## src/sli_pkg.sv

```systemverilog
// Package: constants and types for the status LED / buzzer indicator
package sli_pkg;

  // Operating state from power control
  typedef enum logic [2:0] {
    SLI_ST_STANDBY  = 3'h0,
    SLI_ST_TRANSFER = 3'h1,
    SLI_ST_COMPLETE = 3'h2,
    SLI_ST_FAULT    = 3'h3,
    SLI_ST_FOA_WARN = 3'h4
  } sli_op_state_t;

  // Indicator outputs carried together
  typedef struct packed {
    logic green_led_output;
    logic red_led_output;
    logic buzzer_output;
  } sli_ind_t;

  localparam int unsigned CLK_HZ          = 100_000_000;
  localparam int unsigned TONE_HZ         = 2_000;
  localparam int unsigned TONE_HALF_CYC   = CLK_HZ / (2 * TONE_HZ);
  localparam int unsigned MS_CYC          = CLK_HZ / 1_000;

  // Times in milliseconds
  localparam int unsigned NOTE_TONE_MS    = 400;
  localparam int unsigned NOTE_LATENCY_MS = 500;
  localparam int unsigned FOA_ON_MS       = 400;
  localparam int unsigned FOA_OFF_MS      = 800;
  localparam int unsigned FOA_PHASE_MS    = 30_000;
  // Slow period kept above the 1.2 s warning period so fast stays faster
  localparam int unsigned SLOW_PERIOD_MS  = 2_000;
  localparam int unsigned SLOW_ON_MS      = 1_000;
  localparam int unsigned SLOW_DUTY_DIV   = SLOW_PERIOD_MS / SLOW_ON_MS;
  localparam int unsigned FOA_DUTY_DIV    = (FOA_ON_MS + FOA_OFF_MS) / FOA_ON_MS;

  // Option decode
  localparam logic [3:0]  OPT_FIRST_DARK  = 4'h6;
  localparam logic [3:0]  OPT_MAX         = 4'hA;
  localparam logic [3:0]  OPT_PULL_DOWN   = 4'h1;
  localparam logic [3:0]  OPT_PULL_UP     = 4'h6;
  localparam logic [3:0]  LVL_PULL_UP     = 4'h5;
  localparam logic [3:0]  LVL_LAST        = 4'h9;

  localparam sli_ind_t    IND_RESET       = '{1'b0, 1'b0, 1'b0};

endpackage

```

## src/sli_indicator.sv

```systemverilog
// Status LED and buzzer indicator for the power transmitter
// Behaviour
// Green LED output shows standby, transfer and complete states.
// Red LED output shows standby, fault and foreign-object warning states.
// Green blinks slow in transfer, on at complete, off in fault/warning.
// Red off in transfer/complete, on in fault, blinks fast in warning.
// After power-up show standby pattern until another state arrives.
// Options 1 to 5 light both LEDs during standby.
// Options 6 to 10 keep both LEDs dark during standby.
// Strap: pull-down option 1, levels give 2-5, pull-up 6, then 7-10.
// Strap sampled once at power-on; option latched afterwards.
// Reserved options behave as their standby group; two fully supported.
// Tone is buzzer output toggled at 2 kHz.
// Entering transfer sounds one 400 ms tone.
// Transfer tone starts within 500 ms of entering transfer.
// Transfer tone starts within 250 ms of the LED change.
// Warning: 400 ms on, 800 ms off for 30 s, then 30 s silent.
// Warning tones track red LED; LED keeps blinking while silent.
// Blink periods and duty are parameters; fast shorter than slow.
// Operating state is an encoded input; outputs follow within one clock.
`timescale 1ns/100ps
module sli_indicator #(
  parameter int unsigned SLOW_PERIOD_CYC = sli_pkg::SLOW_PERIOD_MS * sli_pkg::MS_CYC,
  parameter int unsigned SLOW_ON_CYC     = SLOW_PERIOD_CYC / sli_pkg::SLOW_DUTY_DIV,
  parameter int unsigned NOTE_CYC        = sli_pkg::NOTE_TONE_MS * sli_pkg::MS_CYC,
  parameter int unsigned FOA_PERIOD_CYC  = (sli_pkg::FOA_ON_MS + sli_pkg::FOA_OFF_MS) * sli_pkg::MS_CYC,
  parameter int unsigned FOA_ON_CYC      = FOA_PERIOD_CYC / sli_pkg::FOA_DUTY_DIV,
  parameter int unsigned FOA_PHASES      = sli_pkg::FOA_PHASE_MS / (sli_pkg::FOA_ON_MS + sli_pkg::FOA_OFF_MS),
  parameter int unsigned TONE_HALF_CYC   = sli_pkg::TONE_HALF_CYC
) (
  input  wire logic                  clk_i,
  input  wire logic                  nrst_i,
  input  wire sli_pkg::sli_op_state_t op_state_i,
  input  wire logic [3:0]            strap_level_i,
  output logic                       green_led_output_o,
  output logic                       red_led_output_o,
  output logic                       buzzer_output_o,
  output logic [3:0]                 led_option_o
);

  // ----------------------------------------------------------------
  // Reset synchroniser
  // ----------------------------------------------------------------
  logic rst_meta_n;
  logic rst_n;
  always_ff @(posedge clk_i or negedge nrst_i) begin
    if (!nrst_i) begin
      rst_meta_n <= 1'b0;
      rst_n      <= 1'b0;
    end else begin
      rst_meta_n <= 1'b1;
      rst_n      <= rst_meta_n;
    end
  end

  // ----------------------------------------------------------------
  // Strap capture
  // ----------------------------------------------------------------
  // Caught on the first clock after reset release, never again
  logic       opt_valid;
  logic [3:0] option;
  logic       next_opt_valid;
  logic [3:0] next_option;

  always_comb begin
    next_opt_valid = opt_valid;
    next_option    = option;
    if (!opt_valid) begin
      next_opt_valid = 1'b1;
      if (strap_level_i > sli_pkg::LVL_LAST) begin
        // Unused codes clamp to the last option rather than alias a lit one
        next_option = sli_pkg::OPT_MAX;
      end else if (strap_level_i >= sli_pkg::LVL_PULL_UP) begin
        next_option = sli_pkg::OPT_PULL_UP + (strap_level_i - sli_pkg::LVL_PULL_UP);
      end else begin
        next_option = sli_pkg::OPT_PULL_DOWN + strap_level_i;
      end
    end
  end

  always_ff @(posedge clk_i or negedge rst_n) begin
    if (!rst_n) begin
      opt_valid <= 1'b0;
      option    <= sli_pkg::OPT_PULL_DOWN;
    end else begin
      opt_valid <= next_opt_valid;
      option    <= next_option;
    end
  end

  // Pull-up group and above keep standby dark
  logic standby_lit;
  assign standby_lit = (option < sli_pkg::OPT_FIRST_DARK);

  // ----------------------------------------------------------------
  // Blink and tone timers
  // ----------------------------------------------------------------
  localparam int unsigned FAST_PERIOD_CYC = FOA_PERIOD_CYC;
  localparam int unsigned CW = $clog2(SLOW_PERIOD_CYC > FOA_PERIOD_CYC ? SLOW_PERIOD_CYC : FOA_PERIOD_CYC) + 1;
  localparam int unsigned NW = $clog2(NOTE_CYC) + 1;
  localparam int unsigned TW = $clog2(TONE_HALF_CYC) + 1;
  localparam int unsigned PW = $clog2(FOA_PHASES) + 2;

  sli_pkg::sli_op_state_t prev_state;
  sli_pkg::sli_op_state_t next_prev_state;
  logic                   changed;

  always_comb begin
    next_prev_state = op_state_i;
    changed         = (op_state_i != prev_state);
  end

  always_ff @(posedge clk_i or negedge rst_n) begin
    if (!rst_n) begin
      prev_state <= sli_pkg::SLI_ST_STANDBY;
    end else begin
      prev_state <= next_prev_state;
    end
  end

  // Counters restart on state entry so LEDs and tone start together
  logic [CW-1:0] next_slow_cnt;
  logic [CW-1:0] next_fast_cnt;
  logic          fast_wrap;

  sli_wrap_cnt #(
    .PERIOD (SLOW_PERIOD_CYC),
    .W      (CW)
  ) slow_u (
    .clk_i   (clk_i),
    .rst_n_i (rst_n),
    .clear_i (changed),
    .run_i   (1'b1),
    .next_o  (next_slow_cnt),
    .wrap_o  ()
  );

  sli_wrap_cnt #(
    .PERIOD (FAST_PERIOD_CYC),
    .W      (CW)
  ) fast_u (
    .clk_i   (clk_i),
    .rst_n_i (rst_n),
    .clear_i (changed),
    .run_i   (1'b1),
    .next_o  (next_fast_cnt),
    .wrap_o  (fast_wrap)
  );

  // Warning half-minute phases
  logic [PW-1:0] phase_cnt;
  logic [PW-1:0] next_phase_cnt;
  logic          silent_half;
  logic          next_silent_half;

  always_comb begin
    next_phase_cnt   = phase_cnt;
    next_silent_half = silent_half;
    if (changed) begin
      next_phase_cnt   = '0;
      next_silent_half = 1'b0;
    end else if (fast_wrap) begin
      if (phase_cnt == PW'(FOA_PHASES - 1)) begin
        next_phase_cnt   = '0;
        next_silent_half = ~silent_half;
      end else begin
        next_phase_cnt = phase_cnt + 1'b1;
      end
    end
  end

  always_ff @(posedge clk_i or negedge rst_n) begin
    if (!rst_n) begin
      phase_cnt   <= '0;
      silent_half <= 1'b0;
    end else begin
      phase_cnt   <= next_phase_cnt;
      silent_half <= next_silent_half;
    end
  end

  // Transfer notification length
  logic [NW-1:0] note_cnt;
  logic [NW-1:0] next_note_cnt;

  always_comb begin
    next_note_cnt = note_cnt;
    if (changed && op_state_i == sli_pkg::SLI_ST_TRANSFER) begin
      next_note_cnt = NW'(NOTE_CYC);
    end else if (op_state_i != sli_pkg::SLI_ST_TRANSFER) begin
      next_note_cnt = '0;
    end else if (note_cnt != '0) begin
      next_note_cnt = note_cnt - 1'b1;
    end
  end

  always_ff @(posedge clk_i or negedge rst_n) begin
    if (!rst_n) begin
      note_cnt <= '0;
    end else begin
      note_cnt <= next_note_cnt;
    end
  end

  // 2 kHz square wave while a tone is wanted
  logic slow_on;
  logic fast_on;
  logic beep;
  logic tone_flip;
  logic tone_lvl;
  logic next_tone_lvl;

  always_comb begin
    slow_on = (next_slow_cnt < CW'(SLOW_ON_CYC));
    fast_on = (next_fast_cnt < CW'(FOA_ON_CYC));
    beep    = (next_note_cnt != '0) ||
              (op_state_i == sli_pkg::SLI_ST_FOA_WARN && fast_on && !next_silent_half);
  end

  // Held clear between tones, so every tone opens with a low half
  sli_wrap_cnt #(
    .PERIOD (TONE_HALF_CYC),
    .W      (TW)
  ) tone_u (
    .clk_i   (clk_i),
    .rst_n_i (rst_n),
    .clear_i (!beep),
    .run_i   (beep),
    .next_o  (),
    .wrap_o  (tone_flip)
  );

  always_comb begin
    next_tone_lvl = 1'b0;
    if (beep) begin
      next_tone_lvl = tone_lvl ^ tone_flip;
    end
  end

  always_ff @(posedge clk_i or negedge rst_n) begin
    if (!rst_n) begin
      tone_lvl <= 1'b0;
    end else begin
      tone_lvl <= next_tone_lvl;
    end
  end

  // ----------------------------------------------------------------
  // Output pattern
  // ----------------------------------------------------------------
  sli_pkg::sli_ind_t ind;
  sli_pkg::sli_ind_t next_ind;

  always_comb begin
    next_ind = sli_pkg::IND_RESET;
    next_ind.buzzer_output = next_tone_lvl;
    case (op_state_i)
      sli_pkg::SLI_ST_STANDBY: begin
        next_ind.green_led_output = standby_lit;
        next_ind.red_led_output   = standby_lit;
      end
      sli_pkg::SLI_ST_TRANSFER: begin
        next_ind.green_led_output = slow_on;
      end
      sli_pkg::SLI_ST_COMPLETE: begin
        next_ind.green_led_output = 1'b1;
      end
      sli_pkg::SLI_ST_FAULT: begin
        next_ind.red_led_output = 1'b1;
      end
      sli_pkg::SLI_ST_FOA_WARN: begin
        next_ind.red_led_output = fast_on;
      end
      default: begin
        next_ind.red_led_output = 1'b1;
      end
    endcase
    // LED and buzzer outputs held off until the strap is known
    if (!opt_valid) begin
      next_ind = sli_pkg::IND_RESET;
    end
  end

  always_ff @(posedge clk_i or negedge rst_n) begin
    if (!rst_n) begin
      ind <= sli_pkg::IND_RESET;
    end else begin
      ind <= next_ind;
    end
  end

  assign green_led_output_o = ind.green_led_output;
  assign red_led_output_o   = ind.red_led_output;
  assign buzzer_output_o    = ind.buzzer_output;
  assign led_option_o       = option;

endmodule

// ----------------------------------------------------------------
// Wrapping period counter
// ----------------------------------------------------------------
// Next count exported so callers act on the edge the count restarts
module sli_wrap_cnt #(
  parameter int unsigned PERIOD = 2,
  parameter int unsigned W      = $clog2(PERIOD) + 1
) (
  input  wire logic         clk_i,
  input  wire logic         rst_n_i,
  input  wire logic         clear_i,
  input  wire logic         run_i,
  output logic [W-1:0]      next_o,
  output logic              wrap_o
);
  logic [W-1:0] cnt;

  always_comb begin
    wrap_o = run_i && !clear_i && (cnt == W'(PERIOD - 1));
    next_o = cnt;
    if (clear_i || wrap_o) begin
      next_o = '0;
    end else if (run_i) begin
      next_o = cnt + 1'b1;
    end
  end

  always_ff @(posedge clk_i or negedge rst_n_i) begin
    if (!rst_n_i) begin
      cnt <= '0;
    end else begin
      cnt <= next_o;
    end
  end
endmodule

```

## config.mk

```make
export PLATFORM = sky130hd
export DESIGN_NAME = sli_indicator
export DESIGN_NICKNAME = d
export VERILOG_FILES = /design/src/sli_pkg.sv /design/src/sli_indicator.sv
export SDC_FILE = /design/constraint.sdc
export NUM_CORES = 1
export LEC_CHECK = 0
export BUFFER_PORTS_ARGS = -buffer_cell sky130_fd_sc_hd__buf_4
export CAP_MARGIN = 25
export CORE_AREA = 2 2 161 84
export CTS_CLUSTER_DIAMETER = 150
export CTS_CLUSTER_SIZE = 20
export DETAILED_ROUTE_END_ITERATION = 6
export DIE_AREA = 0 0 163 86
export PLACE_DENSITY = 0.77
export SLEW_MARGIN = 20
export SYNTH_ARGS = -nofsm -noshare
export SYNTH_HDL_FRONTEND = slang
export SYNTH_SLANG_ARGS = --single-unit
```

## constraint.sdc

```tcl
create_clock -name clk_i -period 8.2 [get_ports clk_i]
set_clock_uncertainty 0.1 [all_clocks]
set_input_delay 0.82 -clock clk_i [delete_from_list [all_inputs] [get_ports clk_i]]
set_output_delay 0.82 -clock clk_i [all_outputs]
set_load 0.03 [all_outputs]
```

==> results.toml, run 1 <==
[global_route]
wire_length_of_the_first_global_routing_pass_um = 25700
layer_carrying_the_most_global_route_usage = "met2"
groute.layer.met1.usage_pct = 30.8
largest_net_degree_at_the_start_of_global_routing = 73
track_usage_pct = 22.8
grt_pass1_vias = 5521
gr-total-overflow = 0
use_met3_pct = 4.88
number_of_antenna_violations_at_the_first_check_in_global_routing = 0
grt_util_met2_pct = 36.7

[worst_setup_path]
timing.critical_path.max_delay_family = "simple AND/OR/NAND/NOR gates"
critical-path-slowest-cell = "sky130_fd_sc_hd__or4b_1"
worst_setup_path_start_kind = "flop"
critical_path_buf_inv_count = 0
critical-path-max-stage-delay_ps = 790
critPathCaptureType = "flop"
critical_path_arrival_ps = 4370
critPathRequiredTime_ps = 8410
critical_path.cell_chain = "or4_1 -> nor4_1 -> or4b_1 -> nand2_2 -> nor3_1 -> a311oi_1 -> or4b_1 -> a311oi_1"
path_max_fanout = 27
rrSetupSlack_ps = 4030
critical_path_class = "reg2reg"

[finish]
nFillCells = 990
footprint_of_the_flip_flops_and_latches_um2 = 3080
nets = 779
antenna-diode-count = 0
syn_to_final_growth_pct = 12.4
layout-drive-gt1-share_pct = 9.18
multi_input_area_um2 = 3630

[clock_network]
cts_max_level = 4
cts.root.buffer_cell = "sky130_fd_sc_hd__clkbuf_16"
cts_buffers = 17
postCtsResizedCells = 0
clock_path_buffers = 2
tritoncts = "done"
cts.reportedPaths.clkPinSlew_ps = 60
holdBufCountCts = 0
cts_sinks = 123
postCtsSetupRepairBufs = 0
worstSkewPairLatency_ps = 410

[floorplan]
fp.dieW_um = 163
io_pins = 16
dieHeight_um = 86
die_area_um2 = 14000
number_of_rows_in_the_core_area = 29
floorplan.initialDensity_pct = 55.4
coreArea_um2 = 12500

[timing]
final_hold_viol_count = 0
drv_slew = 0
tightest_slew_ps = 920
rsz0062_at_grt = "no"
fin_setup_tns_ps = 0
relSlewSlack_pct = 38.2
setup-violations-final = 0
finalCriticalPeriod_ps = 4170
fin_crit_sh_pct = 50.8
max_freq_ghz = 0.240

[logic_synthesis]
post_synth_inst_count = 756
synth-edff-count = 0
syn-mean-instance-area_um2 = 9.17
synth-seq-cells = 123
synthDominantCellAreaShare_pct = 44.1
syn_area_um2 = 6930
synth-async-reset-ratio_pct = 100
synth-seq-area-share_pct = 44.4
yosys.area.top_type = "sky130_fd_sc_hd__dfrtp_1"
netlist-cell-type-count = 69
yosys-top-cells-area = "sky130_fd_sc_hd__dfrtp_1 (44%), sky130_fd_sc_hd__xnor2_1 (6.1%), sky130_fd_sc_hd__nor2_1 (5.9%), sky130_fd_sc_hd__xor2_1 (5.2%), sky130_fd_sc_hd__nand3_1 (2.7%)"
ys.flop_type = "sky130_fd_sc_hd__dfrtp_1"
total_number_of_yosys_warnings = 0

[pwr]
netSwitchingFraction_pct = 24.8
sequentialPowerShare_pct = 40.5
p_int_w = 0.00119
total_power_w = 0.00158
p_leak_nw = 3.19
power_density_nw_per_um2 = 202
worst_ir_drop_vdd_uv = 129
clockPowerShare_pct = 50.9
p_sw_w = 0.000390
combPwrFrac_pct = 8.6

[run_status]
run_status = "completed"

[detailed_routing]
route.antenna.remaining_nets = 0
post_drt_via_cell_ratio = 6.00
detail_route.wl_per_cell_um = 15.8
route.detailed.drc = 0
dr.first_iter.drc_count = 394
via_count = 5657
drt-pass1-iter-count = 6
drt_wirelength_um = 14900

[run]
max_cap_viol_count = 0

[placement]
globalplace.congestion = 0.894
dp.final_hpwl_um = 9980
io_buffers = 15

[min_path]
holdCritPathClass = "in2async"
-- Yosys cell counts, types with 4 or more instances --
| library cell | count |
|---|---|
| sky130_fd_sc_hd__a311oi_1 | 9 |
| sky130_fd_sc_hd__dfrtp_1 | 122 |
| sky130_fd_sc_hd__and3_1 | 19 |
| sky130_fd_sc_hd__or4_1 | 13 |
| sky130_fd_sc_hd__nor4_1 | 18 |
| sky130_fd_sc_hd__a31oi_1 | 17 |
| sky130_fd_sc_hd__o31ai_1 | 6 |
| sky130_fd_sc_hd__xnor2_1 | 48 |
| sky130_fd_sc_hd__mux2i_1 | 6 |
| sky130_fd_sc_hd__nor3_1 | 30 |
| sky130_fd_sc_hd__nand2b_1 | 7 |
| sky130_fd_sc_hd__inv_1 | 21 |
| sky130_fd_sc_hd__ha_1 | 10 |
| sky130_fd_sc_hd__buf_2 | 6 |
| sky130_fd_sc_hd__nand2_1 | 47 |
| sky130_fd_sc_hd__o21ai_0 | 18 |
| sky130_fd_sc_hd__a21oi_1 | 29 |
| sky130_fd_sc_hd__xor2_1 | 41 |
| sky130_fd_sc_hd__nand3_1 | 38 |
| sky130_fd_sc_hd__and4_1 | 7 |
| sky130_fd_sc_hd__clkbuf_1 | 21 |
| sky130_fd_sc_hd__nor2_1 | 109 |
| sky130_fd_sc_hd__nor2b_1 | 4 |
| sky130_fd_sc_hd__buf_1 | 6 |
| sky130_fd_sc_hd__or3_1 | 16 |
| sky130_fd_sc_hd__o41ai_1 | 4 |
| sky130_fd_sc_hd__nand4_1 | 20 |
-- placed cells by master (no fill, tap or decap), drive strengths merged, types with 6 or more instances in the layout --
cell,n
a21oi,29
mux2i,6
or4,16
o31ai,7
clkinv,6
xor2,41
and3,19
a311oi,9
or3,17
o21ai,18
buf,19
xnor2,48
nand4,20
clkbuf,17
nand2b,7
ha,10
nor3,31
nand3,38
inv,25
dfrtp,122
and4,7
nand2,48
nor4,20
nor2,109
a31oi,17
-- final timing paths --
kind                                startpoint            end  cells past startpoint
worst max-delay path            fast_u.cnt[13]  tone_u.cnt[3]                      8
worst min-delay path                    nrst_i          rst_n                      1
worst max register to register  fast_u.cnt[13]  tone_u.cnt[3]                      8
worst min register to register      rst_meta_n          rst_n                      0
max in group asynchronous                rst_n   note_cnt[10]                      1
min in group clk_i                  rst_meta_n          rst_n                      0
-- sequential cells by signal, summed over array words and instances, names as in the netlist, 3 cells and up --
name and cells:
fast_u.cnt 29, led_option_o 4, note_cnt 27, phase_cnt 7
prev_state 3, slow_u.cnt 29, tone_u.cnt 16
-- through the flow --
stage                     util (%)  hold slack [ps]  worst slack (ps)  instance area, um2  cells
after global routing          62.2             65.3              3670                7790    943
after floorplan                  -              231              4420                6930    757
after global placement        57.1              240              4180                7140    910
after CTS                     62.2             68.9              4020                7780    942
final                         62.2             80.5              4030                7790    943
after detailed placement      57.1              244              4050                7140    910
-- kinds of logic after synthesis --
group / after synthesis / share of synthesized area, %
AOI/OAI and AO/OA: 109 / 10.5
xor gates and xnor gates: 89 / 11.2
and+or+nand+nor: 360 / 27.4
muxes: 7 / 1.03
adders and majority gates: 11 / 1.95
other: 1 / 0.0541
DFF: 123 / 44.4
buffers and inverters: 56 / 3.36
-- power by group through the flow --
| stage | registers, W | clock network (W) | logic (W) |
|---|---|---|---|
| after floorplan | 0.000656 | 0 | 0.0000962 |
| after global placement | 0.000649 | 0 | 0.000130 |
| after detailed placement | 0.000650 | 0 | 0.000133 |
| after CTS | 0.000639 | 0.000813 | 0.000135 |
| after global routing | 0.000642 | 0.000839 | 0.000151 |
| final | 0.000639 | 0.000802 | 0.000136 |
-- per-layer routing --
layer | up-vias | share of wire, %
met5 | - | 0
met2 | 153 | 47
li1 | 2724 | -
met4 | 0 | 1.6
met1 | 2759 | 47
met3 | 21 | 4.8
-- cell type report --
cell class / count / area share [%]
tap: 170 / 2.73
inverter: 21 / 1.01
clock inverter: 15 / 2.72
multi-input combinational: 578 / 46.7
timing repair buffer: 19 / 1.80
sequential: 123 / 39.6
clock buffer: 17 / 5.46
(Power assumes the default switching activity.)
==> inputs of run 2 (changes only) <==
--- a/config.mk
+++ b/config.mk
@@ -5,14 +5,15 @@
 export SDC_FILE = /design/constraint.sdc
 export NUM_CORES = 1
 export LEC_CHECK = 0
+export ABC_AREA = 1
 export BUFFER_PORTS_ARGS = -buffer_cell sky130_fd_sc_hd__buf_4
 export CAP_MARGIN = 25
-export CORE_AREA = 2 2 161 84
+export CORE_AREA = 2 2 166 87
 export CTS_CLUSTER_DIAMETER = 150
 export CTS_CLUSTER_SIZE = 20
 export DETAILED_ROUTE_END_ITERATION = 6
-export DIE_AREA = 0 0 163 86
-export PLACE_DENSITY = 0.77
+export DIE_AREA = 0 0 168 89
+export PLACE_DENSITY = 0.79
 export SLEW_MARGIN = 20
 export SYNTH_ARGS = -nofsm -noshare
 export SYNTH_HDL_FRONTEND = slang
==> constraint.sdc (replaced) <==
create_clock -name clk_i -period 3.45 [get_ports clk_i]
set_clock_uncertainty 0.1 [all_clocks]
set_input_delay 0.345 -clock clk_i [delete_from_list [all_inputs] [get_ports clk_i]]
set_output_delay 0.345 -clock clk_i [all_outputs]
set_load 0.03 [all_outputs]
==> run 2 against run 1 <==
Combinational power grew to 3.4 times the previous value. Worst setup slack worse by 3800 ps. Wire length is 20% higher. Die area is 6.7% higher. Global-route usage is 3.0 points higher. Synthesized cell count is 37% higher. Synthesized area is 7.0% higher.
==> results.toml, run 2 <==
[run_status]
run_status = "completed"

[timing]
tightest_slew_ps = 931
max_freq_ghz = 0.314
finalCriticalPeriod_ps = 3180
rsz0062_at_grt = "no"
final_hold_viol_count = 0
fin_crit_sh_pct = 92.3
relSlewSlack_pct = 36.3
fin_setup_tns_ps = 0
drv_slew = 0
final_critical_path_setup_slack_ps = 266
setup-violations-final = 0

[run]
max_cap_viol_count = 0

[worst_setup_path]
critPathCaptureType = "flop"
worst_r2r_path_depth = 17
worst_setup_path_start_kind = "input pin"
critPathRequiredTime_ps = 3640
critical_path_class = "in2reg"
crit-reg2reg-launch = "fast_u.cnt[0]"
rrSetupSlack_ps = 360
critical_path_arrival_ps = 3370
reg_to_reg_critical_path_endpoint = "tone_u.cnt[4]"
path_max_fanout = 16

[clock_network]
cts_buffers = 17
cts_max_level = 4
tritoncts = "done"
worstSkewPairLatency_ps = 420
cts.reportedPaths.clkPinSlew_ps = 60
postCtsSetupRepairBufs = 0
cts_sinks = 123
cts.root.buffer_cell = "sky130_fd_sc_hd__clkbuf_16"
clock_path_buffers = 2

[pwr]
p_leak_nw = 4.05
combPwrFrac_pct = 12.2
p_int_w = 0.00277
worst_ir_drop_vdd_uv = 314
clockPowerShare_pct = 47.0
netSwitchingFraction_pct = 26.9
p_sw_w = 0.00102
power_density_nw_per_um2 = 453
sequentialPowerShare_pct = 40.8

[floorplan]
dieHeight_um = 89
fp.dieW_um = 168
coreArea_um2 = 13300
number_of_rows_in_the_core_area = 30
die_area_um2 = 15000
io_pins = 16
floorplan.initialDensity_pct = 55.7

[logic_synthesis]
ys_top_cells_by_count = "sky130_fd_sc_hd__nand2_1 (244), sky130_fd_sc_hd__nor2_1 (199), sky130_fd_sc_hd__inv_1 (132)"
yosys-top-cells-area = "sky130_fd_sc_hd__dfrtp_1 (41%), sky130_fd_sc_hd__nand2_1 (12%), sky130_fd_sc_hd__nor2_1 (10%), sky130_fd_sc_hd__inv_1 (6.7%), sky130_fd_sc_hd__nand3_1 (6.6%)"
total_number_of_yosys_warnings = 0
synth-edff-count = 0
syn_area_um2 = 7420
post_synth_inst_count = 1036
ys.flop_type = "sky130_fd_sc_hd__dfrtp_1"
syn-mean-instance-area_um2 = 7.16
synthDominantCellAreaShare_pct = 41.2
synth-seq-area-share_pct = 41.5
synth-seq-cells = 123
yosys.area.top_type = "sky130_fd_sc_hd__dfrtp_1"
synth-async-reset-ratio_pct = 100
netlist-cell-type-count = 38
yosysMostFrequentCell = "sky130_fd_sc_hd__nand2_1"

[global_route]
grt_pass1_vias = 6592
layer_carrying_the_most_global_route_usage = "met2"
use_met3_pct = 4.91
track_usage_pct = 25.8
largest_net_degree_at_the_start_of_global_routing = 58
gr-total-overflow = 0
grt_util_met2_pct = 45.1
groute.layer.met1.usage_pct = 32.7
wire_length_of_the_first_global_routing_pass_um = 30900
number_of_antenna_violations_at_the_first_check_in_global_routing = 0

[finish]
layout_common_cells = "sky130_fd_sc_hd__nand2_1 (244), sky130_fd_sc_hd__nor2_1 (199), sky130_fd_sc_hd__inv_1 (132), sky130_fd_sc_hd__dfrtp_1 (121), sky130_fd_sc_hd__nand3_1 (98)"
most_common_cell_after_layout_fill_and_taps_aside = "sky130_fd_sc_hd__nand2_1"
nets = 1091
largest_registers = "fast_u.cnt (29), slow_u.cnt (29), note_cnt (27)"
syn_to_final_growth_pct = 12.8
layout-drive-gt1-share_pct = 8.94
antenna-diode-count = 0

[detailed_routing]
drt_wirelength_um = 17900
dr.first_iter.drc_count = 469
detail_route.wl_per_cell_um = 14.2
route.detailed.drc = 0
post_drt_via_cell_ratio = 5.36
route.antenna.remaining_nets = 0
via_count = 6758
drt-pass1-iter-count = 7

[min_path]
hold_path_start = "strap_level_i[2]"
hold_depth = 3
whs_endpoint = "led_option_o[2]"
holdCritPathClass = "in2reg"

[placement]
pre_cts_slack_ps = 376
dp.final_hpwl_um = 13200
globalplace.congestion = 0.970
io_buffers = 15
run 2: power by group through the flow:
| stage | Combinational, W | Sequential [W] | Clock (W) |
|---|---|---|---|
| floorplan | 0.000339 | 0.00158 | 0 |
| global placement | 0.000439 | 0.00157 | 0 |
| detailed placement | 0.000452 | 0.00157 | 0 |
| CTS | 0.000460 | 0.00155 | 0.00180 |
| global route | 0.000522 | 0.00156 | 0.00187 |
| finish | 0.000461 | 0.00155 | 0.00178 |
run 2: through the flow:
| stage | area [um2] | hold WS [ps] | power (W) | util (%) | std cells |
|---|---|---|---|---|---|
| floorplan | 7420 | -50.6 | 0.00192 | - | 1037 |
| global placement | 7730 | 28.9 | 0.00201 | 58.0 | 1225 |
| detailed placement | 7730 | 28.2 | 0.00202 | 58.0 | 1225 |
| CTS | 8370 | 95.8 | 0.00381 | 62.8 | 1261 |
| global route | 8370 | 114 | 0.00395 | 62.8 | 1261 |
| finish | 8370 | 104 | 0.00379 | 62.8 | 1261 |
run 2: per-layer routing:
layer	vias to the layer above	share of wire [%]
li1	3344	-
met1	3178	46
met3	45	4.8
met5	-	0
met4	0	2.3
met2	191	47
run 2: cell families after synthesis:
group | after synthesis | synth area share, %
AOI/OAI and AO/OA | 64 | 4.64
xor gates and xnor gates | 50 | 5.91
adders and majority gates | 10 | 1.69
buffers and inverters | 147 | 8.03
DFF | 123 | 41.5
other | 1 | 0.0506
and+or+nand+nor | 641 | 38.2
run 2: area by class of cell:
type,count,area (um2)
fill,1140,4960
multi-input combinational,767,3740
sequential,123,3080
inverter,135,507
clock buffer,21,470
timing repair buffer,28,220
tap,176,220
clock inverter,11,120
run 2: worst max path at each step:
stage                    endpoint  slack [ps]           from  cells past startpoint
4_1_cts             tone_u.cnt[0]         280  op_state_i[2]                     17
3_3_place_gp   green_led_output_o         490  slow_u.cnt[0]                     15
2_1_floorplan      tone_u.cnt[14]        1040  fast_u.cnt[0]                     19
5_1_grt             tone_u.cnt[4]           8  op_state_i[2]                     17
6_report            tone_u.cnt[0]         270  op_state_i[2]                     17
3_5_place_dp        tone_u.cnt[4]         380  fast_u.cnt[0]                     18
run 2: worst max-delay path, cell delays in order:
cell and delay [ps]:
sky130_fd_sc_hd__dlygate4sd3_1 540, sky130_fd_sc_hd__buf_4 160, sky130_fd_sc_hd__or2_0 220, sky130_fd_sc_hd__nand2_1 70, sky130_fd_sc_hd__nand3_2 140, sky130_fd_sc_hd__inv_2 140, sky130_fd_sc_hd__nand2_2 220, sky130_fd_sc_hd__inv_1 400
sky130_fd_sc_hd__nand3_1 170, sky130_fd_sc_hd__nor2_1 130, sky130_fd_sc_hd__nand3_1 100, sky130_fd_sc_hd__nor2_1 110, sky130_fd_sc_hd__nand2_1 80, sky130_fd_sc_hd__nand3_2 90, sky130_fd_sc_hd__nand2_2 80, sky130_fd_sc_hd__nand2_4 290
sky130_fd_sc_hd__nor2_1 70
run 2: what timing repair did:
item                                    in CTS  in global routing
gates resized for setup                      0                  0
endpoints found under the setup margin       0                  0
hold endpoints to repair                     5                  0
hold buffers                                 4                  0
